===== src/common/kbpi_defines.svh =====
// Purpose : offsets, field positions, reset values of the key pin interrupt
// Assumes : apb byte addresses, one aligned 32-bit word per register
// Notes   : definitions only
`ifndef KBPI_DEFINES_SVH
`define KBPI_DEFINES_SVH

// ----------------------------------------------------------------------
// register offsets
// ----------------------------------------------------------------------
`define KBPI_ADDR_W       12
`define KBPI_OFF_STATUS   12'h000
`define KBPI_OFF_PIN_EN   12'h004
`define KBPI_OFF_POLARITY 12'h008
`define KBPI_OFF_PULL_EN  12'h00c
`define KBPI_OFF_EV_STAT  12'h010
`define KBPI_OFF_EV_CLR   12'h014
`define KBPI_OFF_EV_EN    12'h018

// ----------------------------------------------------------------------
// key_status_control field positions
// ----------------------------------------------------------------------
`define KBPI_BIT_LEVEL    0
`define KBPI_BIT_IRQ_EN   1
`define KBPI_BIT_ACK      2
`define KBPI_BIT_FLAG     3

// ----------------------------------------------------------------------
// reset values and widths
// ----------------------------------------------------------------------
`define KBPI_NPIN         8
`define KBPI_RST_BYTE     8'h00
`define KBPI_SYNC_STAGES  2

`endif


===== src/common/kbpi_pkg.sv =====
// Purpose : types shared by the key pin interrupt files
// Assumes : kbpi_defines.svh on the include path
// Notes   : one packed struct holds all state of each module
`include "kbpi_defines.svh"
`default_nettype none

package kbpi_pkg;

  typedef logic [`KBPI_NPIN-1:0] kbpi_pins_t;

  // all state of the main block
  typedef struct packed {
    logic       flag;       // key_event_flag
    logic       irq_en;     // key_irq_enable
    logic       lvl_mode;   // level_sense_select
    kbpi_pins_t pin_en;     // pin_enable_reg
    kbpi_pins_t pol;        // polarity_select_reg
    kbpi_pins_t pull_en;    // port_pull_enable
    kbpi_pins_t prev_a;     // asserted sense seen last cycle
    kbpi_pins_t armed;      // deasserted level seen since enable
    kbpi_pins_t ev_stat;    // sticky per-pin edge events
    kbpi_pins_t ev_en;      // event interrupt enables
    logic [31:0] rdata;     // read data held for access phase
  } kbpi_state_t;

endpackage

`default_nettype wire


===== src/common/kbpi_pin_if.sv =====
// Purpose : carries raw key pins into the synchroniser and back out
// Assumes : one clock domain
// Notes   : src side drives raw pins, snc side returns settled levels
`default_nettype none

interface kbpi_pin_if;
  kbpi_pkg::kbpi_pins_t raw;
  kbpi_pkg::kbpi_pins_t sync;

  modport src (output raw, input sync);
  modport snc (input raw, output sync);
endinterface

`default_nettype wire


===== src/hdl/kbpi_top.sv =====
// Purpose : key pin interrupt unit with apb register access
// Assumes : pins asynchronous, apb and logic on i_mclk (20 MHz)
// Notes   : zero-wait apb slave, read data loaded in setup phase
//
// Notes on behaviour
// eight pins, each with own enable
// one bit picks edge or edge-plus-level
// per-pin polarity picks falling/low or rising/high
// falling edge is high then low sample
// rising edge is low then high sample
// edge needs deasserted level seen first
// edge on enabled pin sets flag
// flag with irq enable requests interrupt
// writing one to acknowledge clears flag
// level mode sets flag on asserted level
// level mode clears only when all deasserted
// asserted enabled pin keeps flag set
// pull polarity: pullup at 0, pulldown at 1
// spurious flag on first enable is tolerated
// software masks, configures, acknowledges, then enables
// acknowledge reads zero, flag writes ignored
// unused status bits read zero
// deep stop wake returns to reset state
// pins pass a two-stage synchroniser
//
// The APB interface to the registers and the address map were chosen for this implementation.
`include "kbpi_defines.svh"
`default_nettype none

module kbpi_top
(
  // clock and reset
  input  wire logic                    i_mclk,
  input  wire logic                    i_nrst,
  // apb slave
  input  wire logic                    i_psel,
  input  wire logic                    i_penable,
  input  wire logic                    i_pwrite,
  input  wire logic [`KBPI_ADDR_W-1:0] i_paddr,
  input  wire logic [31:0]             i_pwdata,
  output logic      [31:0]             o_prdata,
  output logic                         o_pready,
  output logic                         o_pslverr,
  // key pins and power control
  input  wire logic [`KBPI_NPIN-1:0]   i_key_pin,
  input  wire logic                    i_stop_wake,
  // pull resistor controls
  output logic      [`KBPI_NPIN-1:0]   o_pull_up,
  output logic      [`KBPI_NPIN-1:0]   o_pull_down,
  // interrupt
  output logic                         o_irq
);

  // ----------------------------------------------------------------------
  // helpers
  // ----------------------------------------------------------------------

  // known register words; anything else answers with an error
  function automatic logic is_mapped(input logic [`KBPI_ADDR_W-1:0] a);
    is_mapped = (a == `KBPI_OFF_STATUS)   || (a == `KBPI_OFF_PIN_EN) ||
                (a == `KBPI_OFF_POLARITY) || (a == `KBPI_OFF_PULL_EN) ||
                (a == `KBPI_OFF_EV_STAT)  || (a == `KBPI_OFF_EV_CLR) ||
                (a == `KBPI_OFF_EV_EN);
  endfunction

  // read mux; write-only words and unused bits read zero
  function automatic logic [31:0] read_word(input logic [`KBPI_ADDR_W-1:0] a,
                                            input kbpi_pkg::kbpi_state_t s);
    read_word = 32'h0000_0000;
    unique case (a)
      `KBPI_OFF_STATUS:
      begin
        read_word[`KBPI_BIT_FLAG]   = s.flag;
        read_word[`KBPI_BIT_IRQ_EN] = s.irq_en;
        read_word[`KBPI_BIT_LEVEL]  = s.lvl_mode;
      end
      `KBPI_OFF_PIN_EN:   read_word[7:0] = s.pin_en;
      `KBPI_OFF_POLARITY: read_word[7:0] = s.pol;
      `KBPI_OFF_PULL_EN:  read_word[7:0] = s.pull_en;
      `KBPI_OFF_EV_STAT:  read_word[7:0] = s.ev_stat;
      `KBPI_OFF_EV_EN:    read_word[7:0] = s.ev_en;
      default:            read_word = 32'h0000_0000;
    endcase
  endfunction

  // ----------------------------------------------------------------------
  // synchroniser
  // ----------------------------------------------------------------------
  kbpi_pin_if pin_bus ();

  assign pin_bus.raw = i_key_pin;

  // metastability guard before any edge or level test
  kbpi_sync u_sync
  (
    .i_mclk (i_mclk),
    .i_nrst (i_nrst),
    .pins   (pin_bus.snc)
  );

  // ----------------------------------------------------------------------
  // state and next state
  // ----------------------------------------------------------------------
  kbpi_pkg::kbpi_state_t st_q;
  kbpi_pkg::kbpi_state_t st_d;

  kbpi_pkg::kbpi_pins_t  asserted;
  kbpi_pkg::kbpi_pins_t  en_asserted;
  kbpi_pkg::kbpi_pins_t  edge_hit;
  logic                  wr_acc;
  logic                  rd_setup;
  logic                  ack_wr;
  logic                  clr_ok;
  logic                  flag_set;

  // asserted sense follows polarity: low when 0, high when 1
  assign asserted    = ~(pin_bus.sync ^ st_q.pol);
  assign en_asserted = st_q.pin_en & asserted;
  // one-cycle sample pair: deasserted last cycle, asserted now
  assign edge_hit    = st_q.pin_en & st_q.armed & ~st_q.prev_a
                       & asserted;
  // level mode also sets on any enabled pin held asserted
  assign flag_set    = (|edge_hit) | (st_q.lvl_mode & (|en_asserted));

  assign wr_acc   = i_psel & i_penable & i_pwrite;
  assign rd_setup = i_psel & ~i_penable & ~i_pwrite;
  assign ack_wr   = wr_acc && (i_paddr == `KBPI_OFF_STATUS)
                    && i_pwdata[`KBPI_BIT_ACK];
  // level mode refuses the clear while an enabled pin is asserted
  assign clr_ok   = ack_wr & (~st_q.lvl_mode | ~(|en_asserted));

  // next state; a set in the clear cycle wins over the clear
  always_comb
  begin
    st_d        = st_q;
    st_d.prev_a = asserted;
    // arming drops while disabled, so a newly enabled pin waits for idle
    st_d.armed  = st_q.pin_en & (st_q.armed | ~asserted);
    st_d.flag   = flag_set | (st_q.flag & ~clr_ok);
    st_d.ev_stat = edge_hit;
    if (wr_acc && (i_paddr == `KBPI_OFF_EV_CLR))
      st_d.ev_stat = edge_hit | (st_q.ev_stat & ~i_pwdata[7:0]);
    else
      st_d.ev_stat = edge_hit | st_q.ev_stat;
    if (wr_acc)
    begin
      unique case (i_paddr)
        `KBPI_OFF_STATUS:
        begin
          // flag bit is not writable, only acknowledged
          st_d.irq_en   = i_pwdata[`KBPI_BIT_IRQ_EN];
          st_d.lvl_mode = i_pwdata[`KBPI_BIT_LEVEL];
        end
        `KBPI_OFF_PIN_EN:   st_d.pin_en  = i_pwdata[7:0];
        `KBPI_OFF_POLARITY: st_d.pol     = i_pwdata[7:0];
        `KBPI_OFF_PULL_EN:  st_d.pull_en = i_pwdata[7:0];
        `KBPI_OFF_EV_EN:    st_d.ev_en   = i_pwdata[7:0];
        default:            st_d.ev_en   = st_q.ev_en;
      endcase
    end
    if (rd_setup)
      st_d.rdata = read_word(i_paddr, st_q);
    // deep stop wake drops every register back to reset
    if (i_stop_wake)
      st_d = '0;
  end

  always_ff @(posedge i_mclk or negedge i_nrst)
  begin
    if (!i_nrst)
      st_q <= '0;
    else
      st_q <= st_d;
  end

  // ----------------------------------------------------------------------
  // outputs
  // ----------------------------------------------------------------------

  // zero-wait slave; error only in access phase of unmapped word
  assign o_pready  = 1'b1;
  assign o_pslverr = i_psel & i_penable & ~is_mapped(i_paddr);
  assign o_prdata  = st_q.rdata;

  // resistor sense follows polarity of an enabled pull
  assign o_pull_up   = st_q.pull_en & ~st_q.pol;
  assign o_pull_down = st_q.pull_en & st_q.pol;

  // key flag request plus enabled sticky edge events
  assign o_irq = (st_q.flag & st_q.irq_en) | (|(st_q.ev_stat & st_q.ev_en));
endmodule

`default_nettype wire


===== src/hdl/kbpi_sync.sv =====
// Purpose : two-stage synchroniser for the key pins
// Assumes : pins asynchronous to i_mclk
// Notes   : first stage feeds only the second stage
`include "kbpi_defines.svh"
`default_nettype none

module kbpi_sync
(
  // clock and reset
  input  wire logic i_mclk,
  input  wire logic i_nrst,
  // pins
  kbpi_pin_if.snc   pins
);

  typedef struct packed {
    kbpi_pkg::kbpi_pins_t s1;
    kbpi_pkg::kbpi_pins_t s2;
  } kbpi_sync_st_t;

  kbpi_sync_st_t st_q;
  kbpi_sync_st_t st_d;

  // shift raw level through two flops
  always_comb
  begin
    st_d    = st_q;
    st_d.s1 = pins.raw;
    st_d.s2 = st_q.s1;
  end

  always_ff @(posedge i_mclk or negedge i_nrst)
  begin
    if (!i_nrst)
      st_q <= '0;
    else
      st_q <= st_d;
  end

  assign pins.sync = st_q.s2;

endmodule

`default_nettype wire


===== config.mk =====
export PLATFORM = sky130hd
export DESIGN_NAME = kbpi_top
export DESIGN_NICKNAME = d
export VERILOG_FILES = /design/src/common/kbpi_pkg.sv /design/src/common/kbpi_pin_if.sv /design/src/hdl/kbpi_top.sv /design/src/hdl/kbpi_sync.sv
export VERILOG_INCLUDE_DIRS = /design/src /design/src/common
export SDC_FILE = /design/constraint.sdc
export NUM_CORES = 1
export LEC_CHECK = 0
export BUFFER_PORTS_ARGS = -buffer_cell sky130_fd_sc_hd__buf_2
export CORE_MARGIN = 2
export CORE_UTILIZATION = 48
export CTS_CLUSTER_SIZE = 25
export DETAILED_ROUTE_END_ITERATION = 16
export HOLD_SLACK_MARGIN = 0.12
export PLACE_DENSITY = 0.88
export RECOVER_POWER = 100
export SYNTH_ARGS = -nofsm -noshare
export SYNTH_HDL_FRONTEND = slang
export SYNTH_SLANG_ARGS = --single-unit

===== constraint.sdc =====
create_clock -name i_mclk -period 1.43 [get_ports i_mclk]
set_input_delay 0.0715 -clock i_mclk [delete_from_list [all_inputs] [get_ports i_mclk]]
set_output_delay 0.0715 -clock i_mclk [all_outputs]
set_load 0.02 [all_outputs]

# ---- Word level (Yosys, flattened, before mapping)
# Index checks and enable logic that the tools add are counted.
# W data, S select, Z words.
dict set report word_totals {
  regBits 107
  out_inout_bits 51
  word_cells 95
}
dict set report op_classes {
  eq_ne 6
  n_mux 14
  bitwise_logic 37
  n_reduce_logical 25
}
# operator count
set op_table {}
lappend op_table {{$mux W91} 1}
lappend op_table {{$and A8 B8 Y8} 9}
lappend op_table {{$mux W8} 6}
lappend op_table {{$not A8 Y8} 5}
lappend op_table {{$eq A12 B5 Y1 const B} 3}
lappend op_table {{$mux W32} 1}
lappend op_table {{$mux W26} 1}
lappend op_table {{$eq A12 B4 Y1 const B} 2}
lappend op_table {{$or A8 B8 Y8} 3}
lappend op_table {{$reduce_or A8 Y1} 3}
lappend op_table {{$pmux W4 S5} 1}
lappend op_table {{$reduce_bool A2 Y1} 7}
lappend op_table {{$eq A12 B3 Y1 const B} 1}
lappend op_table {{$logic_not A12 Y1} 1}
lappend op_table {{$pmux W2 S6} 1}
lappend op_table {{$reduce_and A2 Y1} 5}
lappend op_table {{$and A1 B1 Y1} 9}
lappend op_table {{$xor A8 B8 Y8} 1}
lappend op_table {{$logic_or A1 B1 Y1} 6}
lappend op_table {{$not A1 Y1} 6}
lappend op_table {{$pmux W1 S6} 1}
lappend op_table {{$pmux W1 S5} 1}
lappend op_table {{$or A1 B1 Y1} 4}
lappend op_table {{$logic_and A1 B1 Y1} 3}
lappend op_table {{$mux W2} 1}

# ---- Depth between registers and ports, before layout
dict set report depth {
  word_depth 11
  depth_mapped 7
  depth_no_buf 5
}

# ---- Hierarchy
# A second synthesis with hierarchy kept.
dict set report unflattened {
  hier_cells 417
  area_unflattened_um2 4097.7
}
# module n_inst cells_each area_each_um2
set modules_own_cells {}
lappend modules_own_cells {kbpi_top 1 401 3697.3}
lappend modules_own_cells {kbpi_sync 1 16 400.4}

# ---- Least setup slack after synthesis
# No wires, ideal clock.
dict set report synth_path {
  kind {input to register}
  from {in i_paddr[9]}
  to {reg st_q[40] (netlist name)}
  setup_ns 0.136
  arrival_time_ns 1.408
  required_ns 1.294
  path_slack_ns -0.114
  cell_stages 6
  path_buffers 1
  cell_sequence {nor4_4 nand2_4 or4_1 clkbuf_1 o21ai_1 a21oi_1}
}
# item line
set synth_lines {}
lappend synth_lines {{start, declared} kbpi_top.sv:39} ;# input wire logic [`KBPI_ADDR_W-1:0] i_paddr,
lappend synth_lines {{end signal, assigned} kbpi_top.sv:173} ;# st_q <= st_d;
lappend synth_lines {{end, declared} kbpi_top.sv:104} ;# kbpi_pkg::kbpi_state_t st_q;

# ---- Final worst setup path
dict set report layout_path {
  from {reg st_q[35] (netlist name)}
  to {out o_irq}
}
dict set report layout_between {
  elab_chain_cells 3
}
# item line
set layout_rtl {}
lappend layout_rtl {{$and A8 B8 Y8} kbpi_top.sv:190} ;# assign o_irq = (st_q.flag & st_q.irq_en) | (|(st_q.ev_stat & st_q.ev_en));
lappend layout_rtl {{$reduce_or A8 Y1} kbpi_top.sv:190}
lappend layout_rtl {{$or A1 B1 Y1} kbpi_top.sv:190}
lappend layout_rtl {{end, declared} kbpi_top.sv:51} ;# output logic o_irq
# Every way passes these cells.

==> results by group <==
STA
  • Final worst slack: -0.206 ns
  • Finish-stage setup viols: 4
  • Fin crit period: 1.64 ns
  • Rel. slew slack: 0.315
  • Fin. max-slew vios: 0
  • Final Hold Fails: 0
  • Period utilisation layout: 1.14
  • FMAX: 611 MHz
  • Clock skew: 0.00798 ns
  • Slew @ Worst Pin: 1.03 ns
  • RSZ-0062 raised after global routing: true

Cells and area
  • Area grow syn2layout: 25.8%
  • Commonest cells after routing, fill and taps aside: dfrtp_1 (81), nor2_1 (60), buf_2 (57), buf_4 (41), mux2i_1 (35)
  • Most common cell after layout, fill and taps aside: dfrtp_1
  • Finished Layout Cells: 607
  • Share of post-route cells with drive strength above 1: 0.299
  • NumNets Final: 556
  • Antenna Cells: 0

Hold path
  • Hold depth: 6
  • Hold Crit Start: i_paddr[9]
  • Hold Crit Class: input port to flop

Global route
  • Vias in the first global route: 3,283
  • GRT Total Usage: 0.218
  • GRT Residual Overflow: 0
  • First-pass GRT wire length: 16,300 microns
  • Pin count of the biggest net entering global routing: 84
  • Initial antenna violation count: 0

Run status
  • Outcome: finished with violations
  • Failing checks: setup timing

Pwr
  • Net Sw Frac: 0.243
  • PnR Total Power: 4.54 mW
  • Comb pwr share: 0.096
  • Sequential share of power: 0.530
  • Internal power: 3.44 mW
  • Max VDD drop: 507 uV
  • Clock share of power: 0.373
  • Psw: 1.10 mW
  • P_leak: 2.63 nW
  • Power Dens Cells: 873 mW/mm^2

Clock network
  • Clock root buffer: clkbuf_8
  • CTS clk-pin slew, worst paths: 0.08 ns
  • Worst-Skew Late Latency: 0.35 ns
  • Clock Sinks: 83
  • Htree depth: 3
  • CTS buffer count: 9
  • CTS max path bufs: 2
  • TritonCTS clock tree: built

Worst setup path
  • CP Launch Type: flop
  • Largest fanout on the critical path: 2
  • Critical path's slowest cell: dfrtp_1
  • Critical path's largest stage delay: 0.39 ns
  • Endpoint class of the critical path: primary output
  • Crit path cell chain: buf_6 > a22o_1 > a221oi_2 > nand3_1 > buf_6
  • Crit path top cell by count: buf_6
  • R2r startpoint: st_q[88]
  • Data required, critical path: 1.36 ns
  • R2R depth: 3
  • Crit path kind: flop to primary output
  • Critical Path AT: 1.56 ns
  • Critical path startpoint: st_q[35]

Synth
  • Yosys top cell by area: dfrtp_1
  • Top cells by area, synth: dfrtp_1 (50%), mux2i_1 (8.5%), buf_4 (6.0%), nor2_1 (5.4%), mux2_2 (2.7%)
  • Avg Synthesized Cell Area: 10.6 sq um
  • Distinct cells, synth: 42
  • Synthesized-area fraction occupied by and/or/nand/nor cells: 0.182
  • Synthesized cell area: 0.00414 sq mm
  • Sequential-to-total area share from yosys stat: 0.502
  • Most used DFF post-synth: dfrtp_1
  • XOR/XNOR Fraction of Synth Area: 0.0296
  • Largest family of logic cells by synthesized area: simple AND/OR/NAND/NOR gates
  • Fraction of synthesized area in multiplexers: 0.128
  • Post-synth EDFFs: 0
  • Yosys reg bits: 83
  • Ys Warns: 0
  • Share of the synthesized area in the top cell type: 0.502
  • Compound-Gate Fraction of Synth Area: 0.0732
  • Mapped Cells: 391
  • Synth Area in Adders: 0
  • Ys async rst share: 1.00

Route
  • DRC Markers: 0
  • Via count: 3,342
  • ANT nets after route: 0
  • Via density: 5.51
  • TritonRoute pass-1 iters: 6
  • Iter 0 DRT Violations: 378
  • WL per Instance: 16.9 microns
  • WL final: 10,300 microns

Place
  • Detailed placement HPWL: 6940 microns
  • Dpl cells: 570
  • Gpl congestion: 0.889
  • Buffers on Ports: 59

Floorplanning
  • Starting Density: 0.499
  • Die area: 0.00938 sq mm
  • Core Box Area: 0.00830 sq mm
  • Die width: 96.9 microns
  • Rows: 33
  • Io pins: 109
  • Die Height: 96.9 microns

Job
  • Max Cap Viol: 0
## registers in the layout, indices dropped and copies added, names as in the netlist
| register | flops |
|---|---|
| o_prdata | 8 |
| st_q | 59 |
| u_sync.pins.sync | 8 |
| u_sync.st_d | 8 |
## metal layers
layer,GRT usage,wire (microns)
met2,0.357,5010
met3,0.0564,705
met4,0.0639,245
met1,0.286,4310
met5,0,0
## final cells by class
type                       count  area (sq um)
inverter                      10          37.5
sequential                    83          2080
clock buffer                  13           159
fill                         653          3090
multi-input combinational    272          1900
tap                          105           131
timing repair buffer         122           863
clock inverter                 2          35.0
## through the flow
step	area, sq um	TNS, ns	utilization	hold WS, ns	worst slack, ns
detailed placement	4710	-7.25	0.567	0.135	-0.275
global placement	4710	-5.55	0.567	0.131	-0.223
finish	5210	-0.232	0.627	0.149	-0.206
CTS	5130	-0.216	0.619	0.129	-0.216
global route	5210	-0.528	0.627	0.195	-0.253
floorplan	4250	-1.31	-	-0.224	-0.0954
## power groups by stage
stage               clock (mW)  combinational (mW)  sequential, mW
global placement             0               0.384            2.45
finish                    1.70               0.438            2.41
floorplan                    0               0.265            2.45
CTS                       1.74               0.434            2.41
detailed placement           0               0.394            2.46
global route              1.84               0.479            2.41
## Yosys cell counts (all sizes together), types with 3 or more instances
cell,instances
a211oi,4
a21oi,11
a221oi,6
a22o,4
a22oi,5
and2,9
and3,4
buf,36
clkbuf,13
dfrtp,83
inv,10
mux2,10
mux2i,35
mux4,3
nand2,17
nand3,4
nand4b,7
nor2,60
nor2b,9
nor3,11
nor3b,7
o21ai,11
or3,3
xnor2,6
xor2,8
## final timing paths
| check | slack, ns | end |
|---|---|---|
| worst min-delay path | 0.15 | o_prdata[4] |
| worst max-delay path | -0.21 | o_irq |
| min in group asynchronous | 0.54 | u_sync.pins.sync[5] |
| worst min register to register | 0.35 | u_sync.pins.sync[6] |
| worst max register to register | -0.01 | o_prdata[0] |
| max in group asynchronous | 0.17 | st_q[78] |
## what timing repair did
item | in CTS | in global routing
endpoints found under the setup margin | 4 | 6
gates resized for setup | 10 | 9
hold endpoints to repair | 133 | 0
hold buffers | 18 | 0
buffers inserted | 1 | 3
pin swaps | 2 | 9
## critical path, delay by kind of cell (launching register included)
| kind | cells | cell delay, ns |
|---|---|---|
| AOI/OAI and AO/OA | 2 | 0.37 |
| buffers and inverters | 2 | 0.29 |
| DFF | 1 | 0.39 |
| and+or+nand+nor | 1 | 0.17 |
## kinds of logic (layout without fill, tap and decap cells)
logic type	Yosys count	in the layout
AOI/OAI and AO/OA	46	46
DFF	83	83
and+or+nand+nor	139	139
buffers and inverters	59	147
xor gates and xnor gates	14	14
muxes	48	48
other	2	25
No activity file was read; power rests on OpenSTA's default activity.
